$ cat src/verilog/ttcbg_pkg.sv
// Purpose: Shared constants for the triple timer/counter and baud block
// Assumes: 8-bit register port, 40 MHz sys_clk taken as the oscillator
// Notes:   Offsets are word indices on the plain register port
package ttcbg_pkg;
  localparam int unsigned ADDR_W = 4;
  localparam int unsigned DATA_W = 8;

  // Register offsets
  localparam logic [3:0] OFF_TIMER_MODE  = 4'h0;
  localparam logic [3:0] OFF_TIMER_CTRL  = 4'h1;
  localparam logic [3:0] OFF_T0_LOW      = 4'h2;
  localparam logic [3:0] OFF_T0_HIGH     = 4'h3;
  localparam logic [3:0] OFF_T1_LOW      = 4'h4;
  localparam logic [3:0] OFF_T1_HIGH     = 4'h5;
  localparam logic [3:0] OFF_THIRD_CTRL  = 4'h6;
  localparam logic [3:0] OFF_THIRD_LOW   = 4'h7;
  localparam logic [3:0] OFF_THIRD_HIGH  = 4'h8;
  localparam logic [3:0] OFF_RCAP_LOW    = 4'h9;
  localparam logic [3:0] OFF_RCAP_HIGH   = 4'hA;
  localparam logic [3:0] OFF_CLOCK_MODE  = 4'hB;

  // Timer mode register fields
  localparam int unsigned TM_MODE0_LSB = 0;
  localparam int unsigned TM_CT0_BIT   = 2;
  localparam int unsigned TM_GATE0_BIT = 3;
  localparam int unsigned TM_MODE1_LSB = 4;
  localparam int unsigned TM_CT1_BIT   = 6;
  localparam int unsigned TM_GATE1_BIT = 7;

  // Timer control register fields
  localparam int unsigned TC_RUN0_BIT = 0;
  localparam int unsigned TC_OVF0_BIT = 1;
  localparam int unsigned TC_RUN1_BIT = 2;
  localparam int unsigned TC_OVF1_BIT = 3;

  // Third timer control fields
  localparam int unsigned T2_CPRL_BIT = 0;
  localparam int unsigned T2_CT_BIT   = 1;
  localparam int unsigned T2_RUN_BIT  = 2;
  localparam int unsigned T2_EXEN_BIT = 3;
  localparam int unsigned T2_TXB_BIT  = 4;
  localparam int unsigned T2_RXB_BIT  = 5;
  localparam int unsigned T2_EXF_BIT  = 6;
  localparam int unsigned T2_OVF_BIT  = 7;

  localparam int unsigned CM_SIX_BIT = 0;

  // Reset values
  localparam logic [7:0] RST_BYTE = 8'h00;

  // Oscillator clocks per machine cycle, less one
  localparam logic [3:0] MCYC_LAST_12 = 4'hB;
  localparam logic [3:0] MCYC_LAST_6  = 4'h5;
  // Overflows per serial bit, less one
  localparam logic [3:0] BAUD_DIV_LAST = 4'hF;

  // Pin indices of the synchroniser bank
  localparam int unsigned PIN_GATE0 = 0;
  localparam int unsigned PIN_GATE1 = 1;
  localparam int unsigned PIN_CNT0  = 2;
  localparam int unsigned PIN_CNT1  = 3;
  localparam int unsigned PIN_CLK2  = 4;
  localparam int unsigned PIN_TRIG2 = 5;
  localparam int unsigned NPINS     = 6;

  typedef enum logic [1:0] {
    TTCBG_M13   = 2'h0,
    TTCBG_M16   = 2'h1,
    TTCBG_M8AR  = 2'h2,
    TTCBG_SPLIT = 2'h3
  } ttcbg_mode_e;
endpackage : ttcbg_pkg

$ cat src/verilog/ttcbg_top.sv
// Purpose: Three timer/counters with split mode and a baud rate source
// Assumes: sys_clk is the oscillator; pins are asynchronous to it
// Notes:   Register port answers every access without wait states
//
// Summary of operation
// - Timers 0/1 count machine cycles or pin events, in four modes.
// - Mode 0 uses high byte plus low five bits of low byte.
// - Rollover from all ones to zero sets the overflow flag.
// - Count only while run is set and gate clear or gate pin high.
// - Setting run leaves the count bytes untouched.
// - Gate bits: bit 7 for timer 1, bit 3 for timer 0.
// - Mode 1 is mode 0 with all sixteen bits.
// - Mode 2: low byte counts, reloads from high byte on overflow.
// - Timer 1 in mode 3 holds its count.
// - Timer 0 mode 3: low byte is its own 8-bit counter.
// - Timer 0 mode 3: high byte times cycles using timer 1 run/flag.
// - Then timer 1 runs outside its mode 3, still a baud source.
// - Third timer control selects reload, capture or baud use.
// - Baud mode increments each state time or on its clock pin.
// - Serial bit rate is the third overflow rate over sixteen.
// - Internal baud rate is osc over n times reload distance.
// - Reload on overflow or trigger fall, capture on trigger fall only, if enabled.
//
// Our own choices: the address map and strobed register access.
`timescale 1ns/1ps
module ttcbg_top
  import ttcbg_pkg::*;
(
  input  wire logic              sys_clk,
  input  wire logic              sys_rst,
  input  wire logic [ADDR_W-1:0] reg_addr,
  input  wire logic [DATA_W-1:0] reg_wdata,
  input  wire logic              reg_wr,
  input  wire logic              reg_rd,
  output logic      [DATA_W-1:0] reg_rdata,
  input  wire logic              ext_pin_zero,
  input  wire logic              ext_pin_one,
  input  wire logic              t0_count_pin,
  input  wire logic              t1_count_pin,
  input  wire logic              third_ext_clock_pin,
  input  wire logic              third_trigger_pin,
  output logic                   t0_overflow,
  output logic                   t1_overflow,
  output logic                   t2_overflow_flag,
  output logic                   t2_ext_flag,
  output logic                   t1_rollover_pulse,
  output logic                   rx_baud_tick,
  output logic                   tx_baud_tick
);

  // Returns {carry, high, low} after one optional increment
  function automatic logic [16:0] tmr_step(input logic [1:0] mode,
                                           input logic [7:0] hi,
                                           input logic [7:0] lo,
                                           input logic       inc);
    logic [5:0] l5;
    logic [8:0] h9;
    logic [16:0] w;
    logic [8:0] l9;
    l5 = {1'b0, lo[4:0]} + {5'h00, inc};
    h9 = {1'b0, hi} + {8'h00, l5[5]};
    w  = {1'b0, hi, lo} + {16'h0000, inc};
    l9 = {1'b0, lo} + {8'h00, inc};
    unique case (mode)
      TTCBG_M13:  tmr_step = {h9[8], h9[7:0], lo[7:5], l5[4:0]};
      TTCBG_M16:  tmr_step = w;
      TTCBG_M8AR: tmr_step = {l9[8], hi, (l9[8] ? hi : l9[7:0])};
      default:    tmr_step = {l9[8], hi, l9[7:0]};
    endcase
  endfunction : tmr_step

  // Pin synchronisers: three flops, a change counts when 2nd and 3rd agree
  logic [NPINS-1:0] pin_raw;
  logic [NPINS-1:0] s1_q, s2_q, s3_q, flt_q, flt_d, fall_q;
  assign pin_raw = {third_trigger_pin, third_ext_clock_pin, t1_count_pin,
                    t0_count_pin, ext_pin_one, ext_pin_zero};
  genvar gi;
  generate
    for (gi = 0; gi < NPINS; gi++) begin : g_sync
      assign flt_d[gi] = (s2_q[gi] == s3_q[gi]) ? s3_q[gi] : flt_q[gi];
      always_ff @(posedge sys_clk or posedge sys_rst) begin
        if (sys_rst) begin
          s1_q[gi]   <= 1'b0;
          s2_q[gi]   <= 1'b0;
          s3_q[gi]   <= 1'b0;
          flt_q[gi]  <= 1'b0;
          fall_q[gi] <= 1'b0;
        end else begin
          s1_q[gi]   <= pin_raw[gi];
          s2_q[gi]   <= s1_q[gi];
          s3_q[gi]   <= s2_q[gi];
          flt_q[gi]  <= flt_d[gi];
          fall_q[gi] <= flt_q[gi] & ~flt_d[gi];
        end
      end
    end
  endgenerate

  // Register state
  logic [7:0]  timer_mode_register_q, tctl_q, t0lo_q, t0hi_q, t1lo_q, t1hi_q;
  logic [7:0]  t2ctl_q, cmode_q, rdata_q;
  logic [15:0] t2cnt_q, rcap_q;
  logic [3:0]  pre_q, bdiv_q;
  logic        t1roll_q, rxb_q, txb_q;

  // Write decode
  logic wr_timer_mode_register, wr_tctl, wr_t0lo, wr_t0hi, wr_t1lo, wr_t1hi;
  logic wr_t2ctl, wr_t2lo, wr_t2hi, wr_rclo, wr_rchi, wr_cmode;
  assign wr_timer_mode_register  = reg_wr && (reg_addr == OFF_TIMER_MODE);
  assign wr_tctl  = reg_wr && (reg_addr == OFF_TIMER_CTRL);
  assign wr_t0lo  = reg_wr && (reg_addr == OFF_T0_LOW);
  assign wr_t0hi  = reg_wr && (reg_addr == OFF_T0_HIGH);
  assign wr_t1lo  = reg_wr && (reg_addr == OFF_T1_LOW);
  assign wr_t1hi  = reg_wr && (reg_addr == OFF_T1_HIGH);
  assign wr_t2ctl = reg_wr && (reg_addr == OFF_THIRD_CTRL);
  assign wr_t2lo  = reg_wr && (reg_addr == OFF_THIRD_LOW);
  assign wr_t2hi  = reg_wr && (reg_addr == OFF_THIRD_HIGH);
  assign wr_rclo  = reg_wr && (reg_addr == OFF_RCAP_LOW);
  assign wr_rchi  = reg_wr && (reg_addr == OFF_RCAP_HIGH);
  assign wr_cmode = reg_wr && (reg_addr == OFF_CLOCK_MODE);

  // Machine cycle and state time ticks
  logic       six_clk, mcyc_tick, state_tick;
  logic [3:0] pre_last;
  assign six_clk    = cmode_q[CM_SIX_BIT];
  assign pre_last   = six_clk ? MCYC_LAST_6 : MCYC_LAST_12;
  assign mcyc_tick  = (pre_q >= pre_last);
  assign state_tick = six_clk | pre_q[0];

  // Timer 0/1 field decode
  logic [1:0] mode0, mode1;
  logic run0, run1, gate0, gate1, ct0, ct1, split;
  assign mode0 = timer_mode_register_q[TM_MODE0_LSB +: 2];
  assign mode1 = timer_mode_register_q[TM_MODE1_LSB +: 2];
  assign ct0   = timer_mode_register_q[TM_CT0_BIT];
  assign ct1   = timer_mode_register_q[TM_CT1_BIT];
  assign gate0 = timer_mode_register_q[TM_GATE0_BIT];
  assign gate1 = timer_mode_register_q[TM_GATE1_BIT];
  assign run0  = tctl_q[TC_RUN0_BIT];
  assign run1  = tctl_q[TC_RUN1_BIT];
  assign split = (mode0 == TTCBG_SPLIT);

  logic en0, en1, inc0, inc1, inc0h;
  assign en0  = run0 & (~gate0 | flt_q[PIN_GATE0]);
  // Under split, timer 1 loses its run bit and runs outside mode 3
  assign en1  = (split | run1) & (~gate1 | flt_q[PIN_GATE1])
              & (mode1 != TTCBG_SPLIT);
  assign inc0 = en0 & (ct0 ? fall_q[PIN_CNT0] : mcyc_tick);
  assign inc1 = en1 & (ct1 ? fall_q[PIN_CNT1] : mcyc_tick);
  assign inc0h = split & run1 & mcyc_tick;

  logic [16:0] step0, step1;
  logic [8:0]  t0h_sum;
  assign step0   = tmr_step(mode0, t0hi_q, t0lo_q, inc0);
  assign step1   = tmr_step(mode1, t1hi_q, t1lo_q, inc1);
  assign t0h_sum = {1'b0, t0hi_q} + {8'h00, inc0h};

  logic ovf0_set, ovf1_set;
  assign ovf0_set = step0[16];
  assign ovf1_set = split ? t0h_sum[8] : step1[16];

  logic [7:0] tctl_d, t0lo_d, t0hi_d, t1lo_d, t1hi_d;
  // Writes only touch the bits written; the run bit never clears counts
  assign tctl_d = {wr_tctl ? reg_wdata[7:4] : tctl_q[7:4],
                   ovf1_set | (wr_tctl ? reg_wdata[TC_OVF1_BIT]
                                       : tctl_q[TC_OVF1_BIT]),
                   wr_tctl ? reg_wdata[TC_RUN1_BIT] : tctl_q[TC_RUN1_BIT],
                   ovf0_set | (wr_tctl ? reg_wdata[TC_OVF0_BIT]
                                       : tctl_q[TC_OVF0_BIT]),
                   wr_tctl ? reg_wdata[TC_RUN0_BIT] : tctl_q[TC_RUN0_BIT]};
  assign t0lo_d = wr_t0lo ? reg_wdata : step0[7:0];
  assign t0hi_d = wr_t0hi ? reg_wdata
                : (split ? t0h_sum[7:0] : step0[15:8]);
  assign t1lo_d = wr_t1lo ? reg_wdata : step1[7:0];
  assign t1hi_d = wr_t1hi ? reg_wdata : step1[15:8];

  // Third timer decode
  logic cprl, ct2, run2, exen2, baud, trig2, inc2, ovf2;
  logic [16:0] sum2;
  assign cprl  = t2ctl_q[T2_CPRL_BIT];
  assign ct2   = t2ctl_q[T2_CT_BIT];
  assign run2  = t2ctl_q[T2_RUN_BIT];
  assign exen2 = t2ctl_q[T2_EXEN_BIT];
  assign baud  = t2ctl_q[T2_RXB_BIT] | t2ctl_q[T2_TXB_BIT];
  assign trig2 = exen2 & fall_q[PIN_TRIG2];
  assign inc2  = run2 & (ct2 ? fall_q[PIN_CLK2]
                             : (baud ? state_tick : mcyc_tick));
  assign sum2  = {1'b0, t2cnt_q} + {16'h0000, inc2};
  assign ovf2  = sum2[16];

  logic reload2, capture2;
  assign reload2  = (ovf2 & (baud | ~cprl))
                  | (trig2 & ~baud & ~cprl);
  assign capture2 = trig2 & ~baud & cprl;

  logic [15:0] t2cnt_d, rcap_d;
  logic [7:0]  t2ctl_d;
  assign t2cnt_d = {wr_t2hi ? reg_wdata : (reload2 ? rcap_q[15:8]
                                                   : sum2[15:8]),
                    wr_t2lo ? reg_wdata : (reload2 ? rcap_q[7:0]
                                                   : sum2[7:0])};
  assign rcap_d  = {wr_rchi ? reg_wdata
                            : (capture2 ? t2cnt_q[15:8] : rcap_q[15:8]),
                    wr_rclo ? reg_wdata
                            : (capture2 ? t2cnt_q[7:0] : rcap_q[7:0])};
  // Baud overflows do not raise the overflow flag
  assign t2ctl_d = {(ovf2 & ~baud) | (wr_t2ctl ? reg_wdata[T2_OVF_BIT]
                                               : t2ctl_q[T2_OVF_BIT]),
                    trig2 | (wr_t2ctl ? reg_wdata[T2_EXF_BIT]
                                      : t2ctl_q[T2_EXF_BIT]),
                    wr_t2ctl ? reg_wdata[5:0] : t2ctl_q[5:0]};

  logic bdiv_wrap;
  assign bdiv_wrap = ovf2 & baud & (bdiv_q == BAUD_DIV_LAST);

  // Read selection
  logic [7:0] rd_val;
  assign rd_val = (reg_addr == OFF_TIMER_MODE) ? timer_mode_register_q
                : (reg_addr == OFF_TIMER_CTRL) ? tctl_q
                : (reg_addr == OFF_T0_LOW)     ? t0lo_q
                : (reg_addr == OFF_T0_HIGH)    ? t0hi_q
                : (reg_addr == OFF_T1_LOW)     ? t1lo_q
                : (reg_addr == OFF_T1_HIGH)    ? t1hi_q
                : (reg_addr == OFF_THIRD_CTRL) ? t2ctl_q
                : (reg_addr == OFF_THIRD_LOW)  ? t2cnt_q[7:0]
                : (reg_addr == OFF_THIRD_HIGH) ? t2cnt_q[15:8]
                : (reg_addr == OFF_RCAP_LOW)   ? rcap_q[7:0]
                : (reg_addr == OFF_RCAP_HIGH)  ? rcap_q[15:8]
                : (reg_addr == OFF_CLOCK_MODE) ? cmode_q
                : RST_BYTE;

  always_ff @(posedge sys_clk or posedge sys_rst) begin
    if (sys_rst) begin
      timer_mode_register_q   <= RST_BYTE;
      tctl_q   <= RST_BYTE;
      t0lo_q   <= RST_BYTE;
      t0hi_q   <= RST_BYTE;
      t1lo_q   <= RST_BYTE;
      t1hi_q   <= RST_BYTE;
      t2ctl_q  <= RST_BYTE;
      t2cnt_q  <= {RST_BYTE, RST_BYTE};
      rcap_q   <= {RST_BYTE, RST_BYTE};
      cmode_q  <= RST_BYTE;
      rdata_q  <= RST_BYTE;
      pre_q    <= 4'h0;
      bdiv_q   <= 4'h0;
      t1roll_q <= 1'b0;
      rxb_q    <= 1'b0;
      txb_q    <= 1'b0;
    end else begin
      timer_mode_register_q   <= wr_timer_mode_register ? reg_wdata : timer_mode_register_q;
      cmode_q  <= wr_cmode ? {7'h00, reg_wdata[CM_SIX_BIT]} : cmode_q;
      tctl_q   <= tctl_d;
      t0lo_q   <= t0lo_d;
      t0hi_q   <= t0hi_d;
      t1lo_q   <= t1lo_d;
      t1hi_q   <= t1hi_d;
      t2ctl_q  <= t2ctl_d;
      t2cnt_q  <= t2cnt_d;
      rcap_q   <= rcap_d;
      rdata_q  <= reg_rd ? rd_val : RST_BYTE;
      pre_q    <= mcyc_tick ? 4'h0 : pre_q + 4'h1;
      bdiv_q   <= (ovf2 & baud) ? bdiv_q + 4'h1 : bdiv_q;
      t1roll_q <= step1[16];
      rxb_q    <= bdiv_wrap & t2ctl_q[T2_RXB_BIT];
      txb_q    <= bdiv_wrap & t2ctl_q[T2_TXB_BIT];
    end
  end

  assign reg_rdata         = rdata_q;
  assign t0_overflow       = tctl_q[TC_OVF0_BIT];
  assign t1_overflow       = tctl_q[TC_OVF1_BIT];
  assign t2_overflow_flag  = t2ctl_q[T2_OVF_BIT];
  assign t2_ext_flag       = t2ctl_q[T2_EXF_BIT];
  assign t1_rollover_pulse = t1roll_q;
  assign rx_baud_tick      = rxb_q;
  assign tx_baud_tick      = txb_q;

  a_ovf0_sets: assert property (@(posedge sys_clk) disable iff (sys_rst)
    ovf0_set |=> t0_overflow)
    else $error("timer 0 overflow did not set its flag");

  a_gate_blocks: assert property (@(posedge sys_clk) disable iff (sys_rst)
    (gate0 && !flt_q[PIN_GATE0] && !wr_t0lo) |=> $stable(t0lo_q))
    else $error("timer 0 counted while gated off");

  a_mode0_upper: assert property (@(posedge sys_clk) disable iff (sys_rst)
    (mode0 == TTCBG_M13 && !wr_t0lo) |=> $stable(t0lo_q[7:5]))
    else $error("mode 0 disturbed upper low bits");

  a_mode2_reload: assert property (@(posedge sys_clk) disable iff (sys_rst)
    (mode1 == TTCBG_M8AR && step1[16] && !wr_t1lo && !wr_t1hi)
    |=> (t1lo_q == $past(t1hi_q)) && $stable(t1hi_q))
    else $error("mode 2 reload wrong");

  a_t1_mode3_hold: assert property (@(posedge sys_clk) disable iff (sys_rst)
    (mode1 == TTCBG_SPLIT && !wr_t1lo && !wr_t1hi)
    |=> $stable({t1hi_q, t1lo_q}))
    else $error("timer 1 moved in mode 3");

  a_split_high: assert property (@(posedge sys_clk) disable iff (sys_rst)
    (split && run1 && mcyc_tick && !wr_t0hi)
    |=> t0hi_q == $past(t0hi_q) + 8'h01)
    else $error("split high byte missed a machine cycle");

  a_t2_reload: assert property (@(posedge sys_clk) disable iff (sys_rst)
    (ovf2 && (baud || !cprl) && !wr_t2lo && !wr_t2hi)
    |=> t2cnt_q == $past(rcap_q))
    else $error("third timer missed its reload");

  a_baud_no_flag: assert property (@(posedge sys_clk) disable iff (sys_rst)
    (baud && !wr_t2ctl && !t2_overflow_flag) |=> !t2_overflow_flag)
    else $error("baud overflow raised the flag");

  a_state_rate: assert property (@(posedge sys_clk) disable iff (sys_rst)
    (state_tick && !six_clk && !wr_cmode) |=> !state_tick)
    else $error("state time faster than half the oscillator");

  a_mcyc_gap: assert property (@(posedge sys_clk) disable iff (sys_rst)
    (mcyc_tick && !wr_cmode) |=> !mcyc_tick[*5])
    else $error("machine cycle tick too close");

endmodule : ttcbg_top
$ cat config.mk
export PLATFORM = sky130hd
export DESIGN_NAME = ttcbg_top
export DESIGN_NICKNAME = d
export VERILOG_FILES = /design/src/verilog/ttcbg_pkg.sv /design/src/verilog/ttcbg_top.sv
export SDC_FILE = /design/constraint.sdc
export NUM_CORES = 1
export LEC_CHECK = 0
export BUFFER_PORTS_ARGS = -buffer_cell sky130_fd_sc_hd__buf_2
export CAP_MARGIN = 10
export CORE_MARGIN = 1.5
export CORE_UTILIZATION = 35
export DETAILED_ROUTE_END_ITERATION = 6
export PLACE_DENSITY = 0.55
export SYNTH_ARGS = -nofsm -noshare
export SYNTH_HDL_FRONTEND = slang
export SYNTH_SLANG_ARGS = --single-unit
$ cat constraint.sdc
create_clock -name sys_clk -period 9 [get_ports sys_clk]
set_input_delay 1.8 -clock sys_clk [delete_from_list [all_inputs] [get_ports sys_clk]]
set_output_delay 1.8 -clock sys_clk [all_outputs]
set_load 0.02 [all_outputs]
==> metrics.md, run 1 <==
| Metric | Value |
|---|---|
| Crit path DAT | 4.13 ns |
| Final Hold Viols | 0 |
| Fillers | 2298 |
| First-pass GRT wire length | 38200 um |
| Critical path class | reg -> reg |
| Cts bufs inserted | 17 |
| Initial antenna violation count | 0 |
| Ys Warns | 0 |
| Critical path fanouts, max | 16 |
| # DRC | 0 |
| Routed WL per cell | 20.0 um |
| HPWL after DPL | 16400 um |
| Post-synthesis cell area | 8230 sq um |
| Crit start category | flip-flop |
| Most common cell in the netlist | dfrtp_1 |
| Fmax achieved | 262 MHz |
| Cell taking the most area after synthesis | dfrtp_1 |
| Cell Pwr Density | 276 nW/um^2 |
| WP data required | 9.31 ns |
| Largest net degree at the start of global routing | 71 |
| Gpl congestion | 0.854 |
| Synth Register Bits | 136 |
| Slew Limit Headroom | 35.1% |
| Final setup violation count | 0 |
| GRT overflow | 0 |
| Gr usage total | 20.8% |
| Peak VDD IR | 0.149 mV |
| Clock tree buffer depth | 2 |
| CP Capture Type | flip-flop |
| Drt pass-1 iters | 5 |
| Post-layout min period | 3.82 ns |
| R2r setup slk | 5.18 ns |
| Final-stage net count | 925 |
| Main synth FF type | dfrtp_1 |
| R2r startpoint | cmode_q[0] |
| Synth cell types | 76 |
| Slew @ Worst Pin | 0.971 ns |
| Post-CTS Setup Repair Bufs | 0 |
| Hold Crit Start | s1_q[3] |
| Vias per cell | 5.57 |
| Vias in the first global route | 6389 |
| Cell Rows | 55 |
| Worst hold path depth | 0 |
| Maximum capacitance violations | 0 |
| TritonCTS clock tree | done |
| Leakage power | 3.87 nW |
| Final TNS setup | 0 ns |
| Width of the die | 156 um |
| Area grow syn2layout | 11.4% |
| Vias | 6753 |
| Internal power | 1.57 mW |
| Syn avg cell area | 9.21 sq um |
| Outcome | complete, no violations |
| Core area | 22800 sq um |
| Root Buffer | clkbuf_16 |
| Initial core utilization | 36.0% |
| CTS sink cnt | 136 |
| Mapped Nets | 933 |
| List of most frequent post-synthesis cells | 136 x dfrtp_1, 88 x nand2_1, 77 x nor2_1 |
| Worst r2r path cells | 12 |
| RR Endpoint | t2cnt_q[10] |
| Ant diodes | 0 |
| Cts hold-fix bufs | 0 |
| Share of cells above drive strength 1 | 13.7% |
| Max Slew Vio Count | 0 |
| Top-area cell type share of the netlist area | 41.3% |
| Post-CTS Resized | 0 |
| Synth top area cells | dfrtp_1 41%, mux2i_1 4.7%, a21oi_1 4.6%, nand2_1 4.0%, mux2_2 4.0% |
| Level count of the clock H-tree | 4 |
| Unrepaired setup endpoints after global routing | false |
| Flop pwr share | 44.3% |
| Routed Antenna Nets | 0 |
| Worst-path clk slew | 0.06 ns |
| Sequential area share after synthesis | 41.3% |
| Sw Pwr | 0.957 mW |
| HP Class | reg -> reg |
| Total Wirelength | 24300 um |
| Skew-Pair Late Insertion Delay | 0.42 ns |
| Async SR Flop Fraction | 100% |
| Die area | 24500 sq um |
| Final Instance Count excl. Fillers | 1212 |
| Port bufs | 36 |
| Clock network fraction of design power | 30.2% |
| Combinational share of power | 25.5% |
| DR iter-0 viols | 645 |
| Top Ports | 37 |
| Worst clock skew | 0.00941 ns |
| Syn Inst Count | 894 |
| Die Ht | 156 um |
| Hold path endpoint | s2_q[3] |
| Dpl cells | 1180 |
| Final period util | 42.4% |
| Number of flops mapped to enable cells by yosys | 0 |
| Sw frac | 37.8% |
[cells in the final DEF (no fill, tap or decap), drive strengths merged, types with 17 or more instances in the layout]
master and n:
ha 17, nand2 89, dfrtp 136, nor2 80
xnor2 19, a21oi 75, buf 38, o21ai 71
mux2i 39, mux2 31, nand4 20, nand3 33
xor2 18, clkbuf 19
[kinds of logic after synthesis]
logic type	count (synthesis)	share of synthesized area (%)
xor gates and xnor gates	37	3.94
adders and majority gates	23	3.31
muxes	73	9.80
DFF	136	41.3
buffers and inverters	77	4.06
and+or+nand+nor	314	20.0
AOI/OAI and AO/OA	234	17.5
[flip-flops by register name (all words and copies together) (netlist names)]
register               count
cmode_q                    1
t1_rollover_pulse          1
t2cnt_q                   16
t1hi_q                     8
flt_q                      6
rx_baud_tick               1
t1lo_q                     8
s3_q                       6
pre_q                      4
bdiv_q                     4
s2_q                       6
t0lo_q                     8
tx_baud_tick               1
tctl_q                     8
s1_q                       6
t0hi_q                     8
reg_rdata                  8
t2ctl_q                    8
rcap_q                    16
timer_mode_register_q      8
fall_q                     4
[worst max path at each step]
stage,start,to,depth (start not counted)
6_report,cmode_q[0],t2cnt_q[10],12
5_1_grt,cmode_q[0],t2cnt_q[7],12
4_1_cts,cmode_q[0],t2cnt_q[10],12
3_5_place_dp,reg_addr[3],rcap_q[4],5
3_3_place_gp,reg_addr[2],t2cnt_q[4],6
2_1_floorplan,sys_rst,bdiv_q[0],1
[layout make-up]
type	instances	area, sq um	share of cell area (%)
Sequential cell	136	3400	37.1
Clock buffer	19	443	4.83
Clock inverter	13	193	2.10
Timing Repair Buffer	38	195	2.13
Tap cell	313	392	4.27
Inverter	12	50.0	0.546
Multi-Input combinational cell	681	4500	49.0
[power by group through the flow]
stage / clock network, mW / logic, mW / registers [mW]
floorplan: 0 / 0.593 / 0.940
global placement: 0 / 0.632 / 1.12
detailed placement: 0 / 0.643 / 1.12
CTS: 0.778 / 0.646 / 1.11
global route: 0.807 / 0.727 / 1.15
finish: 0.763 / 0.646 / 1.12
[critical path, stage by stage, from the launching register on]
cell and delay, ns:
dfrtp_1 0.45, ha_1 0.32, a21o_1 0.10, a21o_1 0.12
a21oi_1 0.12, a311oi_1 0.56, ha_1 0.34, ha_1 0.29
nand4_4 0.18, nor4_4 0.53, o21ai_2 0.31, o21ai_0 0.29
o21ai_1 0.09
[layer usage]
layer  wire length (um)  GRT usage [%]
met1              11600           30.3
met2              11000           31.4
met3               1130           3.46
met4                444           6.49
met5                  0              0
[through the flow]
stage / area, sq um / total power, mW / hold WS, ns / utilization (%) / worst slack (ns)
after global placement: 8540 / 1.76 / 0.332 / 37.4 / 5.00
after CTS: 9170 / 2.54 / 0.348 / 40.1 / 5.16
after floorplan: 8230 / 1.53 / 0.331 / - / 3.56
after global routing: 9170 / 2.68 / 0.358 / 40.1 / 4.97
final: 9170 / 2.53 / 0.347 / 40.1 / 5.18
after detailed placement: 8540 / 1.77 / 0.336 / 37.4 / 5.00
Note: power is estimated with default switching activity, not from simulation.
==> run 2: changes to the inputs <==
--- a/config.mk
+++ b/config.mk
@@ -5,6 +5,7 @@
 export SDC_FILE = /design/constraint.sdc
 export NUM_CORES = 1
 export LEC_CHECK = 0
+export ABC_AREA = 1
 export BUFFER_PORTS_ARGS = -buffer_cell sky130_fd_sc_hd__buf_2
 export CAP_MARGIN = 10
 export CORE_MARGIN = 1.5
==> constraint.sdc (replaced) <==
create_clock -name sys_clk -period 4 [get_ports sys_clk]
set_input_delay 0.8 -clock sys_clk [delete_from_list [all_inputs] [get_ports sys_clk]]
set_output_delay 0.8 -clock sys_clk [all_outputs]
set_load 0.02 [all_outputs]
==> metrics.md, run 2 <==
| Metric | Value |
|---|---|
| Outcome | complete, no violations (unchanged) |
| Fmax achieved | 277 MHz (was 262 MHz) |
| Top flop regs | rcap_q: 16 flops, t2cnt_q: 16 flops (unchanged) |
| Number of flops mapped to enable cells by yosys | 0 (unchanged) |
| Internal power | 3.25 mW (was 1.57 mW) |
| Initial core utilization | 35.8% (was 36.0%) |
| Gpl congestion | 0.919 (was 0.854) |
| Commonest non-fill, non-tap cell in the layout | nand2_1 (was dfrtp_1) |
| HPWL after DPL | 19400 um (was 16400 um) |
| Overall Power | 5.44 mW (was 2.53 mW) |
| Post-synthesis cell area | 8100 sq um (was 8230 sq um) |
| Post-CTS Setup Repair Bufs | 0 (unchanged) |
| Maximum capacitance violations | 0 (unchanged) |
| Unrepaired setup endpoints after global routing | false (unchanged) |
| Critical path class | reg -> reg (unchanged) |
| Mapped Nets | 1127 (was 933) |
| Crit path DAT | 3.92 ns (was 4.13 ns) |
| R2r setup slk | 0.39 ns (was 5.18 ns) |
| Flop pwr share | 42.7% (was 44.3%) |
| Vias | 7718 (was 6753) |
| HP Class | in -> async (was reg -> reg) |
| Combinational share of power | 28.0% (was 25.5%) |
| Post-CTS Resized | 0 (unchanged) |
| RR Endpoint | t1hi_q[6] (was t2cnt_q[10]) |
| Main synth FF type | dfrtp_1 (unchanged) |
| Final Hold Viols | 0 (unchanged) |
| Synth Register Bits | 136 (unchanged) |
| Top-area cell type share of the netlist area | 42.0% (was 41.3%) |
| Level count of the clock H-tree | 4 (unchanged) |
| Root Buffer | clkbuf_16 (unchanged) |
| Syn Inst Count | 1088 (was 894) |
| Vias per cell | 5.42 (was 5.57) |
| Sequential area share after synthesis | 42.0% (was 41.3%) |
| Async SR Flop Fraction | 100% (unchanged) |
| Critical path fanouts, max | 7 (was 16) |
| Most frequent cells in the layout | 292 x nand2_1, 145 x inv_1, 136 x dfrtp_1 (was 136 x dfrtp_1, 88 x nand2_1, 77 x nor2_1) |
| Cts hold-fix bufs | 0 (unchanged) |
| CP Capture Type | flip-flop (unchanged) |
| Final TNS setup | 0 ns (unchanged) |
| Die Ht | 155 um (was 156 um) |
| GRT overflow | 0 (unchanged) |
| Clock network fraction of design power | 29.3% (was 30.2%) |
| Peak VDD IR | 0.225 mV (was 0.149 mV) |
| Skew-Pair Late Insertion Delay | 0.43 ns (was 0.42 ns) |
| Cell Rows | 55 (unchanged) |
| Vias in the first global route | 7295 (was 6389) |
| Ys Warns | 0 (unchanged) |
| # DRC | 0 (unchanged) |
| First-pass GRT wire length | 42200 um (was 38200 um) |
| Largest net degree at the start of global routing | 71 (unchanged) |
| Slew Limit Headroom | 37.0% (was 35.1%) |
| Crit start category | flip-flop (unchanged) |
| Sw frac | 40.2% (was 37.8%) |
| Drt pass-1 iters | 6 (was 5) |
| Slew @ Worst Pin | 0.945 ns (was 0.971 ns) |
| Sw Pwr | 2.19 mW (was 0.957 mW) |
| CTS sink cnt | 136 (unchanged) |
| Routed Antenna Nets | 0 (unchanged) |
| Routed WL per cell | 18.9 um (was 20.0 um) |
| Synth cell types | 46 (was 76) |
| List of most frequent post-synthesis cells | 292 x nand2_1, 146 x inv_1, 136 x dfrtp_1 (was 136 x dfrtp_1, 88 x nand2_1, 77 x nor2_1) |
| Syn avg cell area | 7.44 sq um (was 9.21 sq um) |
| Leakage power | 4.34 nW (was 3.87 nW) |
| Cell Pwr Density | 594 nW/um^2 (was 276 nW/um^2) |
| Top Ports | 37 (unchanged) |
| Port bufs | 36 (unchanged) |
| DR iter-0 viols | 760 (was 645) |
| Final-stage net count | 1166 (was 925) |
| TritonCTS clock tree | done (unchanged) |
| Most common cell in the netlist | nand2_1 (was dfrtp_1) |
| Worst-path clk slew | 0.06 ns (about the same) |
| Initial antenna violation count | 0 (unchanged) |
| Ant diodes | 0 (unchanged) |
| Gr usage total | 23.3% (was 20.8%) |
| Die area | 24100 sq um (was 24500 sq um) |
| Worst clock skew | 0.00800 ns (was 0.00941 ns) |
| Cell taking the most area after synthesis | dfrtp_1 (unchanged) |
| Max Slew Vio Count | 0 (unchanged) |
| Final setup violation count | 0 (unchanged) |
| Area grow syn2layout | 13.2% (was 11.4%) |
| Total Wirelength | 26900 um (was 24300 um) |
| Fillers | 2318 (was 2298) |
| Width of the die | 155 um (was 156 um) |
| R2r startpoint | cmode_q[0] (unchanged) |
| Core area | 22600 sq um (was 22800 sq um) |
| Final period util | 90.3% (was 42.4%) |
| Share of cells above drive strength 1 | 8.86% (was 13.7%) |
| Post-layout util | 40.5% (was 40.1%) |
| Worst r2r path cells | 16 (was 12) |
| Clock tree buffer depth | 2 (unchanged) |
| Synth top area cells | dfrtp_1 42%, nand2_1 14%, inv_1 6.8%, o21ai_0 5.5%, nand3_1 4.8% (was dfrtp_1 41%, mux2i_1 4.7%, a21oi_1 4.6%, nand2_1 4.0%, mux2_2 4.0%) |
| Cts bufs inserted | 17 (unchanged) |
| WP data required | 4.31 ns (was 9.31 ns) |
| Post-layout min period | 3.61 ns (was 3.82 ns) |
-- run 2: cell types whose count changed after synthesis, moves of 13 or more --
cell and change:
nand2_1 +204, inv_1 +134, o21ai_0 +51, nand3_1 +47, mux2i_1 -39, a21oi_1 -34, mux2_2 -29, o21ai_1 -26
clkbuf_1 -23, buf_2 -18, nand4_1 +16, nand2b_1 -13, xnor2_1 -13
-- run 2: final cells by class --
class                   instances  area [sq um]  share of cell area [%]
multi-input cells             778          4020                    43.9
repair buffers                 42           225                    2.46
well taps                     285           357                    3.89
flip-flops and latches        136          3400                    37.1
clock buffers                  18           439                    4.79
clock inverters                14           149                    1.62
inverters                     152           574                    6.26
-- run 2: worst max path at each step --
stage	from	endpoint
after global placement	cmode_q[0]	t1hi_q[7]
after floorplan	cmode_q[0]	t1hi_q[7]
after CTS	cmode_q[0]	t1hi_q[6]
final	cmode_q[0]	t1hi_q[6]
after global routing	cmode_q[0]	t1hi_q[6]
after detailed placement	cmode_q[0]	t2cnt_q[7]
-- run 2: power groups by stage --
stage / clock (mW) / combinational, mW / sequential, mW
final: 1.59 / 1.53 / 2.32
after detailed placement: 0 / 1.50 / 2.32
after CTS: 1.62 / 1.51 / 2.30
after global placement: 0 / 1.50 / 2.33
after global routing: 1.68 / 1.74 / 2.37
after floorplan: 0 / 1.14 / 2.12
-- run 2: worst max-delay path, stage by stage (launching register included) --
cell      delay, ns
dfrtp_1        0.44
ha_1           0.30
a21oi_1        0.05
nand3b_1       0.14
and2_1         0.15
inv_1          0.22
o221ai_1       0.15
inv_1          0.10
ha_1           0.19
nand3_1        0.17
nor3_2         0.47
ha_1           0.31
nand3_1        0.13
o311ai_0       0.36
nand3_1        0.14
o21ai_0        0.11
nand2_1        0.07
-- run 2: cell families (layout without fill, tap and decap cells) --
kind of cell             count (synthesis)  after routing  synth area share [%]
AO/OA/AOI/OAI                          197            197                  14.0
XOR/XNOR                                33             33                  3.57
buffers and inverters                  174            226                  8.30
flip-flops                             136            136                  42.0
AND/OR/NAND/NOR                        525            525                  28.7
adder cells (fa/ha/maj)                 23             23                  3.37
-- run 2: per-stage QoR --
step	instance area, sq um	std cells	worst slack [ns]	hold WS (ns)
after global routing	9170	1425	0.0891	0.253
after detailed placement	8580	1393	0.558	0.336
after floorplan	8100	1088	1.08	0.331
after CTS	9170	1425	0.428	0.256
final	9170	1425	0.386	0.262
after global placement	8580	1393	0.617	0.336
-- run 2: layer usage --
metal / vias up / global-route usage, % / wire, um
met2: 327 / 35.5 / 11900
met3: 51 / 5.10 / 1930
met5: - / 0 / 0
met4: 0 / 7.23 / 739
li1: 3681 / - / -
met1: 3659 / 32.8 / 12300
